`config.mk`:
```
export PLATFORM = sky130hd
export DESIGN_NAME = urx_core
export DESIGN_NICKNAME = d
export VERILOG_FILES = /design/src/rtl/urx_clkdiv.v /design/src/rtl/urx_core.v
export VERILOG_INCLUDE_DIRS = /design/src /design/src/rtl
export SDC_FILE = /design/constraint.sdc
export NUM_CORES = 1
export LEC_CHECK = 0
export ABC_CLOCK_PERIOD_IN_PS = 5070
export BUFFER_PORTS_ARGS = -buffer_cell sky130_fd_sc_hd__buf_2
export CORE_AREA = 2 2 132 134
export CTS_CLUSTER_SIZE = 24
export DETAILED_ROUTE_END_ITERATION = 7
export DIE_AREA = 0 0 134 136
export HOLD_SLACK_MARGIN = 0.08
export MAX_ROUTING_LAYER = met4
export PLACE_DENSITY = 0.49
export SLEW_MARGIN = 40
export SYNTH_ARGS = -nofsm -noshare
export SYNTH_HDL_FRONTEND = slang
export SYNTH_SLANG_ARGS = --single-unit
```
`constraint.sdc`:
```
create_clock -name clk_sys -period 5.07 [get_ports clk_sys]
set_clock_uncertainty 0.2 [all_clocks]
set_input_delay 0.2535 -clock clk_sys [delete_from_list [all_inputs] [get_ports clk_sys]]
set_output_delay 0.2535 -clock clk_sys [all_outputs]
set_load 0.02 [all_outputs]
```
`src/rtl/urx_map.vh`:
```
// Register offsets, field positions and reset values of the receive channel
`ifndef URX_MAP_VH
`define URX_MAP_VH
`define URX_OFF_DATA     12'h000
`define URX_OFF_CTRL     12'h004
`define URX_OFF_PRESCALE 12'h008
`define URX_OFF_START    12'h00C
`define URX_OFF_STOP     12'h010
`define URX_OFF_STANDBY  12'h014
`define URX_OFF_STATUS   12'h018
`define URX_DIV_LSB      9
`define URX_DIV_MSB      15
`define URX_CTRL_RXEN    0
`define URX_CTRL_NINE    1
`define URX_CTRL_ERRIE   2
`define URX_CTRL_SUPP    3
`define URX_CTRL_PAREN   4
`define URX_CTRL_PARODD  5
`define URX_ST_PAR       0
`define URX_ST_FRM       1
`define URX_ST_OVR       2
`define URX_ST_ACTIVE    3
`define URX_ST_FULL      4
`define URX_RST_DIV      7'h02
`define URX_RST_CTRL     6'h00
`define URX_RST_PS       4'h0
`endif

```
`src/rtl/urx_clkdiv.v`:
```
// Prescaler producing the channel operating clock enable
`timescale 1ns/10ps
module urx_clkdiv (
  input  wire       clk_sys,
  input  wire       rst_n,
  input  wire [3:0] sel,
  output reg        mck_en_r
);
  reg  [14:0] cnt_r;
  wire [14:0] mask;

  // Divide by two to the power sel
  assign mask = (15'h0001 << sel) - 15'h0001;

  always @(posedge clk_sys or negedge rst_n)
  begin
    if (!rst_n)
    begin
      cnt_r    <= 15'h0000;
      mck_en_r <= 1'b0;
    end
    else
    begin
      cnt_r    <= cnt_r + 15'h0001;
      mck_en_r <= ((cnt_r & mask) == mask);
    end
  end
endmodule // urx_clkdiv

```
`src/rtl/urx_core.v`:
```
// Serial receive channel with stop-mode wake, APB register slave
//
// Local design decisions: the address map and the APB register port.
`timescale 1ns/10ps
`include "urx_map.vh"
module urx_core (
  input  wire        clk_sys,
  input  wire        rst_n,
  input  wire        psel,
  input  wire        penable,
  input  wire        pwrite,
  input  wire [11:0] paddr,
  input  wire [31:0] pwdata,
  output reg  [31:0] prdata_r,
  output reg         pready_r,
  output reg         pslverr_r,
  input  wire        serial_receive_pin,
  input  wire        cpu_stop,
  output reg         rx_done_irq_r,
  output reg         rx_error_irq_r,
  output reg         lowpower_receive_mode_r
);
  localparam [2:0] ST_IDLE  = 3'd0;
  localparam [2:0] ST_START = 3'd1;
  localparam [2:0] ST_DATA  = 3'd2;
  localparam [2:0] ST_PAR   = 3'd3;
  localparam [2:0] ST_STOP  = 3'd4;

  reg  [1:0]  rxd_sync_r;
  reg         rxd_prev_r;
  reg  [6:0]  divisor_r;
  reg  [5:0]  ctrl_r;
  reg  [3:0]  prescale_r;
  reg         enabled_r;
  reg         standby_wake_control_r;
  reg         parity_error_flag_r;
  reg         framing_error_flag_r;
  reg         overrun_error_flag_r;
  reg         rx_full_r;
  reg  [8:0]  received_byte_field_r;
  reg  [2:0]  state_r;
  reg  [6:0]  hcnt_r;
  reg         phase_r;
  reg  [3:0]  bitcnt_r;
  reg  [8:0]  shift_r;
  reg         par_r;
  reg         suspect_r;
  reg  [31:0] prdata_nxt;
  reg         addr_ok;
  wire        mck_en;
  wire        rxd;
  wire        fall;
  wire        half_tick;
  wire        sample;
  wire        setup;
  wire        acc;
  wire        wr;
  wire        rd_data;
  wire        done_ok;
  wire        frm_err;
  wire        par_err;
  wire        ovr_err;
  wire        any_err;
  wire        suppress;
  wire [3:0]  nbits;

  urx_clkdiv u_clkdiv (
    .clk_sys  (clk_sys),
    .rst_n    (rst_n),
    .sel      (prescale_r),
    .mck_en_r (mck_en)
  );

  assign rxd       = rxd_sync_r[1];
  assign fall      = rxd_prev_r & ~rxd;
  assign half_tick = mck_en & (hcnt_r == divisor_r);
  assign sample    = half_tick & ~phase_r;
  assign setup     = psel & ~penable;
  assign acc       = psel & penable & pready_r;
  assign wr        = acc & pwrite;
  assign rd_data   = acc & ~pwrite & (paddr == `URX_OFF_DATA);
  assign suppress  = ctrl_r[`URX_CTRL_SUPP];
  assign nbits     = ctrl_r[`URX_CTRL_NINE] ? 4'd9 : 4'd8;
  // Single stop bit checked at its centre
  assign done_ok   = (state_r == ST_STOP) & sample;
  // Start outside stop with wake control set forces framing error
  assign frm_err   = done_ok & (~rxd | suspect_r);
  assign par_err   = done_ok & ctrl_r[`URX_CTRL_PAREN] & par_r;
  assign ovr_err   = done_ok & rx_full_r & ~rd_data;
  assign any_err   = frm_err | par_err | ovr_err;

  // Receive pin passes two flops first
  always @(posedge clk_sys or negedge rst_n)
  begin
    if (!rst_n)
    begin
      rxd_sync_r <= 2'b11;
      rxd_prev_r <= 1'b1;
    end
    else
    begin
      rxd_sync_r <= {rxd_sync_r[0], serial_receive_pin};
      rxd_prev_r <= rxd;
    end
  end

  // Register writes and channel control
  always @(posedge clk_sys or negedge rst_n)
  begin
    if (!rst_n)
    begin
      divisor_r              <= `URX_RST_DIV;
      ctrl_r                 <= `URX_RST_CTRL;
      prescale_r             <= `URX_RST_PS;
      enabled_r              <= 1'b0;
      standby_wake_control_r <= 1'b0;
    end
    else if (wr)
    begin
      case (paddr)
        `URX_OFF_DATA:     divisor_r <= pwdata[`URX_DIV_MSB:`URX_DIV_LSB];
        `URX_OFF_CTRL:     ctrl_r <= pwdata[5:0];
        `URX_OFF_PRESCALE: prescale_r <= pwdata[3:0];
        `URX_OFF_START:    if (pwdata[0]) enabled_r <= 1'b1;
        `URX_OFF_STOP:     if (pwdata[0]) enabled_r <= 1'b0;
        `URX_OFF_STANDBY:  standby_wake_control_r <= pwdata[0];
        default:           enabled_r <= enabled_r;
      endcase
    end
  end

  // Falling edge in stop with wake control set enters low-power state
  always @(posedge clk_sys or negedge rst_n)
  begin
    if (!rst_n)
      lowpower_receive_mode_r <= 1'b0;
    else if (~standby_wake_control_r | ~cpu_stop)
      lowpower_receive_mode_r <= 1'b0;
    else if (fall)
      lowpower_receive_mode_r <= 1'b1;
  end

  // Receive state machine
  always @(posedge clk_sys or negedge rst_n)
  begin
    if (!rst_n)
    begin
      state_r   <= ST_IDLE;
      hcnt_r    <= 7'h00;
      phase_r   <= 1'b0;
      bitcnt_r  <= 4'h0;
      shift_r   <= 9'h000;
      par_r     <= 1'b0;
      suspect_r <= 1'b0;
    end
    else if (~enabled_r | ~ctrl_r[`URX_CTRL_RXEN])
      state_r <= ST_IDLE;
    else
    begin
      if (state_r != ST_IDLE && mck_en)
      begin
        hcnt_r <= half_tick ? 7'h00 : hcnt_r + 7'h01;
        if (half_tick)
          phase_r <= ~phase_r;
      end
      case (state_r)
        ST_IDLE:
        begin
          // Start only on falling edge of the start bit
          // In stop with wake control set, same edge starts low-power reception
          // No CPU action needed once armed
          if (fall)
          begin
            state_r   <= ST_START;
            hcnt_r    <= 7'h00;
            phase_r   <= 1'b0;
            bitcnt_r  <= 4'h0;
            par_r     <= ctrl_r[`URX_CTRL_PARODD];
            suspect_r <= standby_wake_control_r & ~cpu_stop;
          end
        end
        ST_START:
        begin
          // Too short a pulse starts no transfer
          if (half_tick)
            state_r <= rxd ? ST_IDLE : ST_DATA;
        end
        ST_DATA:
        begin
          if (sample)
          begin
            shift_r  <= {rxd, shift_r[8:1]};
            par_r    <= par_r ^ rxd;
            bitcnt_r <= bitcnt_r + 4'h1;
            if (bitcnt_r == nbits - 4'h1)
              state_r <= ctrl_r[`URX_CTRL_PAREN] ? ST_PAR : ST_STOP;
          end
        end
        ST_PAR:
        begin
          if (sample)
          begin
            par_r   <= par_r ^ rxd;
            state_r <= ST_STOP;
          end
        end
        ST_STOP:
        begin
          if (sample)
            state_r <= ST_IDLE;
        end
        default: state_r <= ST_IDLE;
      endcase
    end
  end

  // Data buffer, flags and interrupt pulses
  always @(posedge clk_sys or negedge rst_n)
  begin
    if (!rst_n)
    begin
      received_byte_field_r <= 9'h000;
      rx_full_r             <= 1'b0;
      parity_error_flag_r   <= 1'b0;
      framing_error_flag_r  <= 1'b0;
      overrun_error_flag_r  <= 1'b0;
      rx_done_irq_r         <= 1'b0;
      rx_error_irq_r        <= 1'b0;
    end
    else
    begin
      // Done pulse at centre of stop bit
      rx_done_irq_r <= done_ok;
      // Enable and suppress gate the error interrupt
      rx_error_irq_r <= any_err & ctrl_r[`URX_CTRL_ERRIE] & ~suppress;
      if (done_ok)
        received_byte_field_r <= ctrl_r[`URX_CTRL_NINE] ? shift_r : {1'b0, shift_r[8:1]};
      if (done_ok)
        rx_full_r <= 1'b1;
      else if (rd_data)
        rx_full_r <= 1'b0;
      // Suppress blocks all three flags; set wins over clear
      if (par_err & ~suppress)
        parity_error_flag_r <= 1'b1;
      else if (wr && paddr == `URX_OFF_STATUS && pwdata[`URX_ST_PAR])
        parity_error_flag_r <= 1'b0;
      if (frm_err & ~suppress)
        framing_error_flag_r <= 1'b1;
      else if (wr && paddr == `URX_OFF_STATUS && pwdata[`URX_ST_FRM])
        framing_error_flag_r <= 1'b0;
      if (ovr_err & ~suppress)
        overrun_error_flag_r <= 1'b1;
      else if (wr && paddr == `URX_OFF_STATUS && pwdata[`URX_ST_OVR])
        overrun_error_flag_r <= 1'b0;
    end
  end

  // Read mux, evaluated in the setup cycle
  always @*
  begin
    prdata_nxt = 32'h00000000;
    addr_ok    = 1'b1;
    case (paddr)
      `URX_OFF_DATA:
      begin
        prdata_nxt[8:0]                       = received_byte_field_r;
        prdata_nxt[`URX_DIV_MSB:`URX_DIV_LSB] = divisor_r;
      end
      `URX_OFF_CTRL:     prdata_nxt[5:0] = ctrl_r;
      `URX_OFF_PRESCALE: prdata_nxt[3:0] = prescale_r;
      `URX_OFF_START:    prdata_nxt[0] = enabled_r;
      `URX_OFF_STOP:     prdata_nxt[0] = ~enabled_r;
      `URX_OFF_STANDBY:  prdata_nxt[0] = standby_wake_control_r;
      `URX_OFF_STATUS:
      begin
        prdata_nxt[`URX_ST_PAR]    = parity_error_flag_r;
        prdata_nxt[`URX_ST_FRM]    = framing_error_flag_r;
        prdata_nxt[`URX_ST_OVR]    = overrun_error_flag_r;
        prdata_nxt[`URX_ST_ACTIVE] = (state_r != ST_IDLE);
        prdata_nxt[`URX_ST_FULL]   = rx_full_r;
      end
      default: addr_ok = 1'b0;
    endcase
  end

  // Zero-wait APB answer, registered
  always @(posedge clk_sys or negedge rst_n)
  begin
    if (!rst_n)
    begin
      prdata_r  <= 32'h00000000;
      pready_r  <= 1'b0;
      pslverr_r <= 1'b0;
    end
    else
    begin
      pready_r <= setup;
      if (setup)
      begin
        prdata_r  <= pwrite ? 32'h00000000 : prdata_nxt;
        pslverr_r <= ~addr_ok;
      end
      else
      begin
        prdata_r  <= 32'h00000000;
        pslverr_r <= 1'b0;
      end
    end
  end
endmodule // urx_core

```
# Word-level counts from Yosys, hierarchy flattened
# Cells that the tools add are included.
# totals
ff_bits	114
in_bits	51
output_inout_bits	37
word_cells	173
# classes
n_addsub	5
n_eq_ne	24
n_shift	1
mux	48
bitwise	40
n_reduce_logical	28
# op_table
op	n
12-bit by 5-bit == test with 1-bit output (second input constant)	3
32-bit two-way mux	1
7-bit two-way mux	4
12-bit by 4-bit == test with 1-bit output (second input constant)	2
3-bit two-way mux	8
1-bit AND	21
1-bit two-way mux	21
16-bit two-way mux	1
2-bit nonzero test	8
15-bit by 1-bit adder with 15-bit output (second input constant)	1
15-bit AND	1
15-bit == test	1
3-bit != test (second input constant)	5
3-bit case mux with 5 select lines	1
1-bit by 4-bit left shift with 15-bit output (first input constant)	1
15-bit by 1-bit subtractor with 15-bit output (second input constant)	1
12-bit by 3-bit == test with 1-bit output (second input constant)	1
12-bit logical NOT	1
1-bit NOT	12
3-bit case mux with 4 select lines	1
4-bit AND reduction	3
10-bit two-way mux	1
9-bit two-way mux	1
4-bit two-way mux	2
other kinds (26)	44

# Logic depth before layout (Yosys ltp)
# logic_depth
word_depth	10
ltp_mapped	8
mapped_depth_nobuf	8

# Modules after synthesis
# From an unflattened synthesis, not the netlist that was laid out.
# unflattened
hier_cells	479
hier_area_um2	4918.5
# modules_own_cells
module	n_inst	cells_per_inst	area_each_um2
urx_core	1	374	3986.3
urx_clkdiv	1	105	932.1

# Least setup slack after synthesis
# Ideal clock, no wire load.
# synth_path
kind	register -> register
startpoint	reg prescale_r[3]
endpoint	reg u_clkdiv.mck_en_r
arrival_time_ns	2.224
required_ns	4.747
slack_ns	2.523
stages_incl_launch_ff	7
path_buffers	0
synth_period_minus_slack_ns	2.547
cell_sequence	dfrtp_1 or4_4 ha_1 or4bb_1 or3b_1 o211ai_1 nor4_2
# synth_via
elab_chain_len	4
# synth_lines
item	line	text
start, declared	urx_core.v:33	reg [3:0] prescale_r;
start signal, assigned	urx_core.v:114	prescale_r <= `URX_RST_PS;
start signal, assigned	urx_core.v:123	`URX_OFF_PRESCALE: prescale_r <= pwdata[3:0];
1-bit by 4-bit left shift with 15-bit output *	urx_clkdiv.v:13	assign mask = (15'h0001 << sel) - 15'h0001;
15-bit by 1-bit subtractor with 15-bit output *	urx_clkdiv.v:13	
15-bit AND	urx_clkdiv.v:25	mck_en_r <= ((cnt_r & mask) == mask);
15-bit == test *	urx_clkdiv.v:25	
end signal, assigned	urx_clkdiv.v:25	
end, declared	urx_clkdiv.v:7	output reg mck_en_r
# Every way passes the cells marked *; elsewhere a longest branch is shown, timed or not.
# A chain may end at the register's enable or synchronous reset.

# Worst setup path in the final report
# layout_path
startpoint	reg divisor_r[1]
endpoint	reg rx_error_irq_r
# layout_via
elab_chain_len	10
word_cells_on_any_way	13
classes_between	eq/ne (1); bitwise (12)
# layout_lines
item	line	text
start, declared	urx_core.v:31	reg [6:0] divisor_r;
start signal, assigned	urx_core.v:112	divisor_r <= `URX_RST_DIV;
start signal, assigned	urx_core.v:121	`URX_OFF_DATA: divisor_r <= pwdata[`URX_DIV_MSB:`URX_DIV_LSB];
7-bit == test *	urx_core.v:76	assign half_tick = mck_en & (hcnt_r == divisor_r);
1-bit AND *	urx_core.v:76	
1-bit AND *	urx_core.v:77	assign sample = half_tick & ~phase_r;
1-bit AND *	urx_core.v:85	assign done_ok = (state_r == ST_STOP) & sample;
1-bit AND (2 in a row)	urx_core.v:88	assign par_err = done_ok & ctrl_r[`URX_CTRL_PAREN] & par_r;
1-bit bitwise OR	urx_core.v:90	assign any_err = frm_err | par_err | ovr_err;
1-bit bitwise OR *	urx_core.v:90	
1-bit AND * (2 in a row)	urx_core.v:235	rx_error_irq_r <= any_err & ctrl_r[`URX_CTRL_ERRIE] & ~suppress;
end signal, assigned	urx_core.v:235	
end, declared	urx_core.v:20	output reg rx_error_irq_r,
# Marked as above.

==> flow_summary.json <==
{
  "cp.arrival_ns": 2.94,
  "synthCells": 450,
  "p_per_area_mw_per_mm2": 275,
  "grt_pass1_vias": 3537,
  "cts_buffers": 9,
  "worstPathCellList": "xnor2_1 -> nand4_1 -> nor2_1 -> ha_1 -> nor4bb_4 -> buf_4 -> nor2b_1 -> nand2_1 -> a21oi_1",
  "finalNetCount": 573,
  "cts_tree": "done",
  "synth-edff-count": 0,
  "grt_max_degree": 62,
  "gp_congestion": 0.778,
  "synth.largest_area_cell": "dfrtp_1",
  "ys_ff_latch": 98,
  "critPathLaunchType": "flip-flop",
  "start_util_pct": 29.2,
  "path_max_fanout": 21,
  "rsz0062_at_grt": "no",
  "via_count": 3536,
  "fillerInstances": 1671,
  "fin_util_pct": 35.0,
  "dr.pass1.iters": 4,
  "post-cts-setup-buffers": 0,
  "worst_path_max_delay_cell": "dfstp_2",
  "end_kind": "flip-flop",
  "worst_pin_slew_ns": 0.662,
  "core_area_mm2": 0.0169,
  "synth_top_area_share_pct": 47.8,
  "required_ns": 5.14,
  "maxSlewViolCount": 0,
  "synth_area_leaders": "dfrtp_1 (48%), mux2_2 (4.1%), mux2_1 (3.0%), buf_4 (2.9%), xnor2_1 (2.7%)",
  "fin_crit_sh_pct": 56.8,
  "grt_overflow": 0,
  "synth_cell_types": 74,
  "drive_gt1_share_pct": 21.3,
  "vias_per_cell": 4.73,
  "area_growth_pct": 19.9,
  "drt_wl_total_mm": 10.9,
  "antenna_found_initial": 0,
  "die_x_um": 134,
  "synthFlopType": "dfrtp_1",
  "peakVddDrop_mv": 0.150,
  "maxSlewHeadroom_pct": 55.5,
  "fmax_mhz": 347,
  "grt_pass1_wl_mm": 18.2,
  "root_buffer": "clkbuf_16",
  "synth_commonest_cells": "dfrtp_1 (94), nor2_1 (27), nand2_1 (22)",
  "h-tree-depth": 3,
  "finalSetupViolCount": 0,
  "fp.dieH_um": 136,
  "cts.path.max_buffers": 2,
  "setup_tns_ns": 0,
  "synth.most_common_cell": "dfrtp_1",
  "ys_warn_count": 0,
  "grt_usage_pct": 13.1,
  "syn_avg_cell_area_um2": 10.9,
  "place_hpwl_mm": 7.80,
  "drtAntennaViolNets": 0,
  "die-area_mm2": 0.0182,
  "p_leak_uw": 0.00271,
  "drtIter0Drc": 181,
  "drv_cap": 0,
  "clkTransAtPathRegs_ns": 0.08,
  "synth_area_mm2": 0.00492,
  "wl_per_cell_um": 14.6,
  "diodes": 0,
  "rows": 48,
  "io_pins": 88,
  "status": "finished, final reports clean",
  "cts_resized": 0,
  "hold_violations": 0,
  "drc": 0,
  "synth_seq_area_share_pct": 49.9,
  "cts.sinks": 98,
  "total_power_uw": 1620,
  "async_flop_share_pct": 100,
  "hp-class": "input pin to flip-flop",
  "crit_type": "flip-flop to flip-flop",
  "clk_latency_ns": 0.35,
  "period_needed_ns": 2.88,
  "port_buffers": 52,
  "max_stage_delay_ns": 0.55
}
critical path: cells and delay by family (launching register included):
family	cells	cell delay (ns)
compound gates	1	0.17
flops	1	0.55
fa+ha+maj	1	0.31
xor+xnor	1	0.11
buf+inv	1	0.28
simple gates	5	1.18
path summary, 6_finish.rpt:
| path | endpoint | startpoint | cells after the start | slack [ns] |
|---|---|---|---|---|
| max | rx_error_irq_r | divisor_r[1] | 9 | 2.19 |
| min | prdata_r[5] | paddr[3] | 2 | 0.12 |
| max reg2reg | rx_error_irq_r | divisor_r[1] | 9 | 2.19 |
| min reg2reg | rxd_sync_r[1] | rxd_sync_r[0] | 0 | 0.16 |
| max in group asynchronous | u_clkdiv.cnt_r[5] | rst_n | 3 | 3.55 |
| min in group asynchronous | prdata_r[9] | rst_n | 2 | 0.22 |
per-layer routing:
metal / GRT usage [%] / share of wire (%)
met1: 16.8 / 47
met2: 20.8 / 48
met3: 2.80 / 3.3
met4: 4.37 / 1.6
met5: - / 0
placed cells by master, fill, tap and decap left out, drive strengths merged, types with 4 or more instances in the layout:
cell	Yosys	layout
nor3	12	12
clkbuf	7	9
and4	5	5
nor4b	4	4
dfrtp	94	94
inv	9	12
nand4	11	11
a22o	5	5
xnor2	15	15
conb	1	16
xor2	8	8
and2	13	13
dlygate4sd3	0	22
nor2b	10	10
buf	29	55
dfstp	4	4
nand2	23	23
mux2	31	31
and3	13	13
o21ai	14	14
mux2i	13	13
nand3	15	15
a211oi	4	4
nand2b	4	4
nor2	28	28
a21oi	20	20
nor4	6	6
ha	5	5
metrics by stage:
step | worst slack, ns | instances | hold WS, ns | cell area (um2)
3_5_place_dp | 2.13 | 709 | 0.0603 | 5340
4_1_cts | 2.12 | 747 | 0.113 | 5900
6_report | 2.19 | 747 | 0.124 | 5900
5_1_grt | 1.95 | 747 | 0.150 | 5900
2_1_floorplan | 2.52 | 465 | -0.242 | 4980
3_3_place_gp | 2.12 | 709 | 0.0617 | 5340
layout make-up:
type	count	area [um2]	share of cell area (%)
clock buffers	9	225	3.82
inverters	9	33.8	0.572
repair buffers	77	509	8.63
flip-flops and latches	98	2460	41.6
clock inverters	7	108	1.82
well taps	225	282	4.77
multi-input cells	322	2290	38.8
flip-flops by register name, summed over array words and instances (netlist names), 2 cells and up:
register,count
prdata_r,16
u_clkdiv.cnt_r,15
received_byte_field_r,9
shift_r,9
divisor_r,7
hcnt_r,7
ctrl_r,6
bitcnt_r,4
prescale_r,4
state_r,3
rxd_sync_r,2
report_power, final:
part	switching (uW)	internal, uW	leakage, uW
Clock	318	442	0.000160
Combinational	49.4	27.3	0.00122
Sequential	2.28	784	0.00133
Total	370	1250	0.00271
cell families after synthesis:
logic type,after synthesis,synth area share (%)
other cells,1,0.0761
compound gates,68,9.07
xor+xnor,23,4.09
fa+ha+maj,5,1.27
simple gates,165,20.1
buf+inv,45,5.23
flops,98,49.9
mux,45,10.3
timing repair:
| action | in CTS | in global routing |
|---|---|---|
| hold buffers | 22 | 0 |
| setup endpoints to repair | 0 | 0 |
| endpoints found under the hold margin | 63 | 0 |
Power figures use the tool's default switching activity.
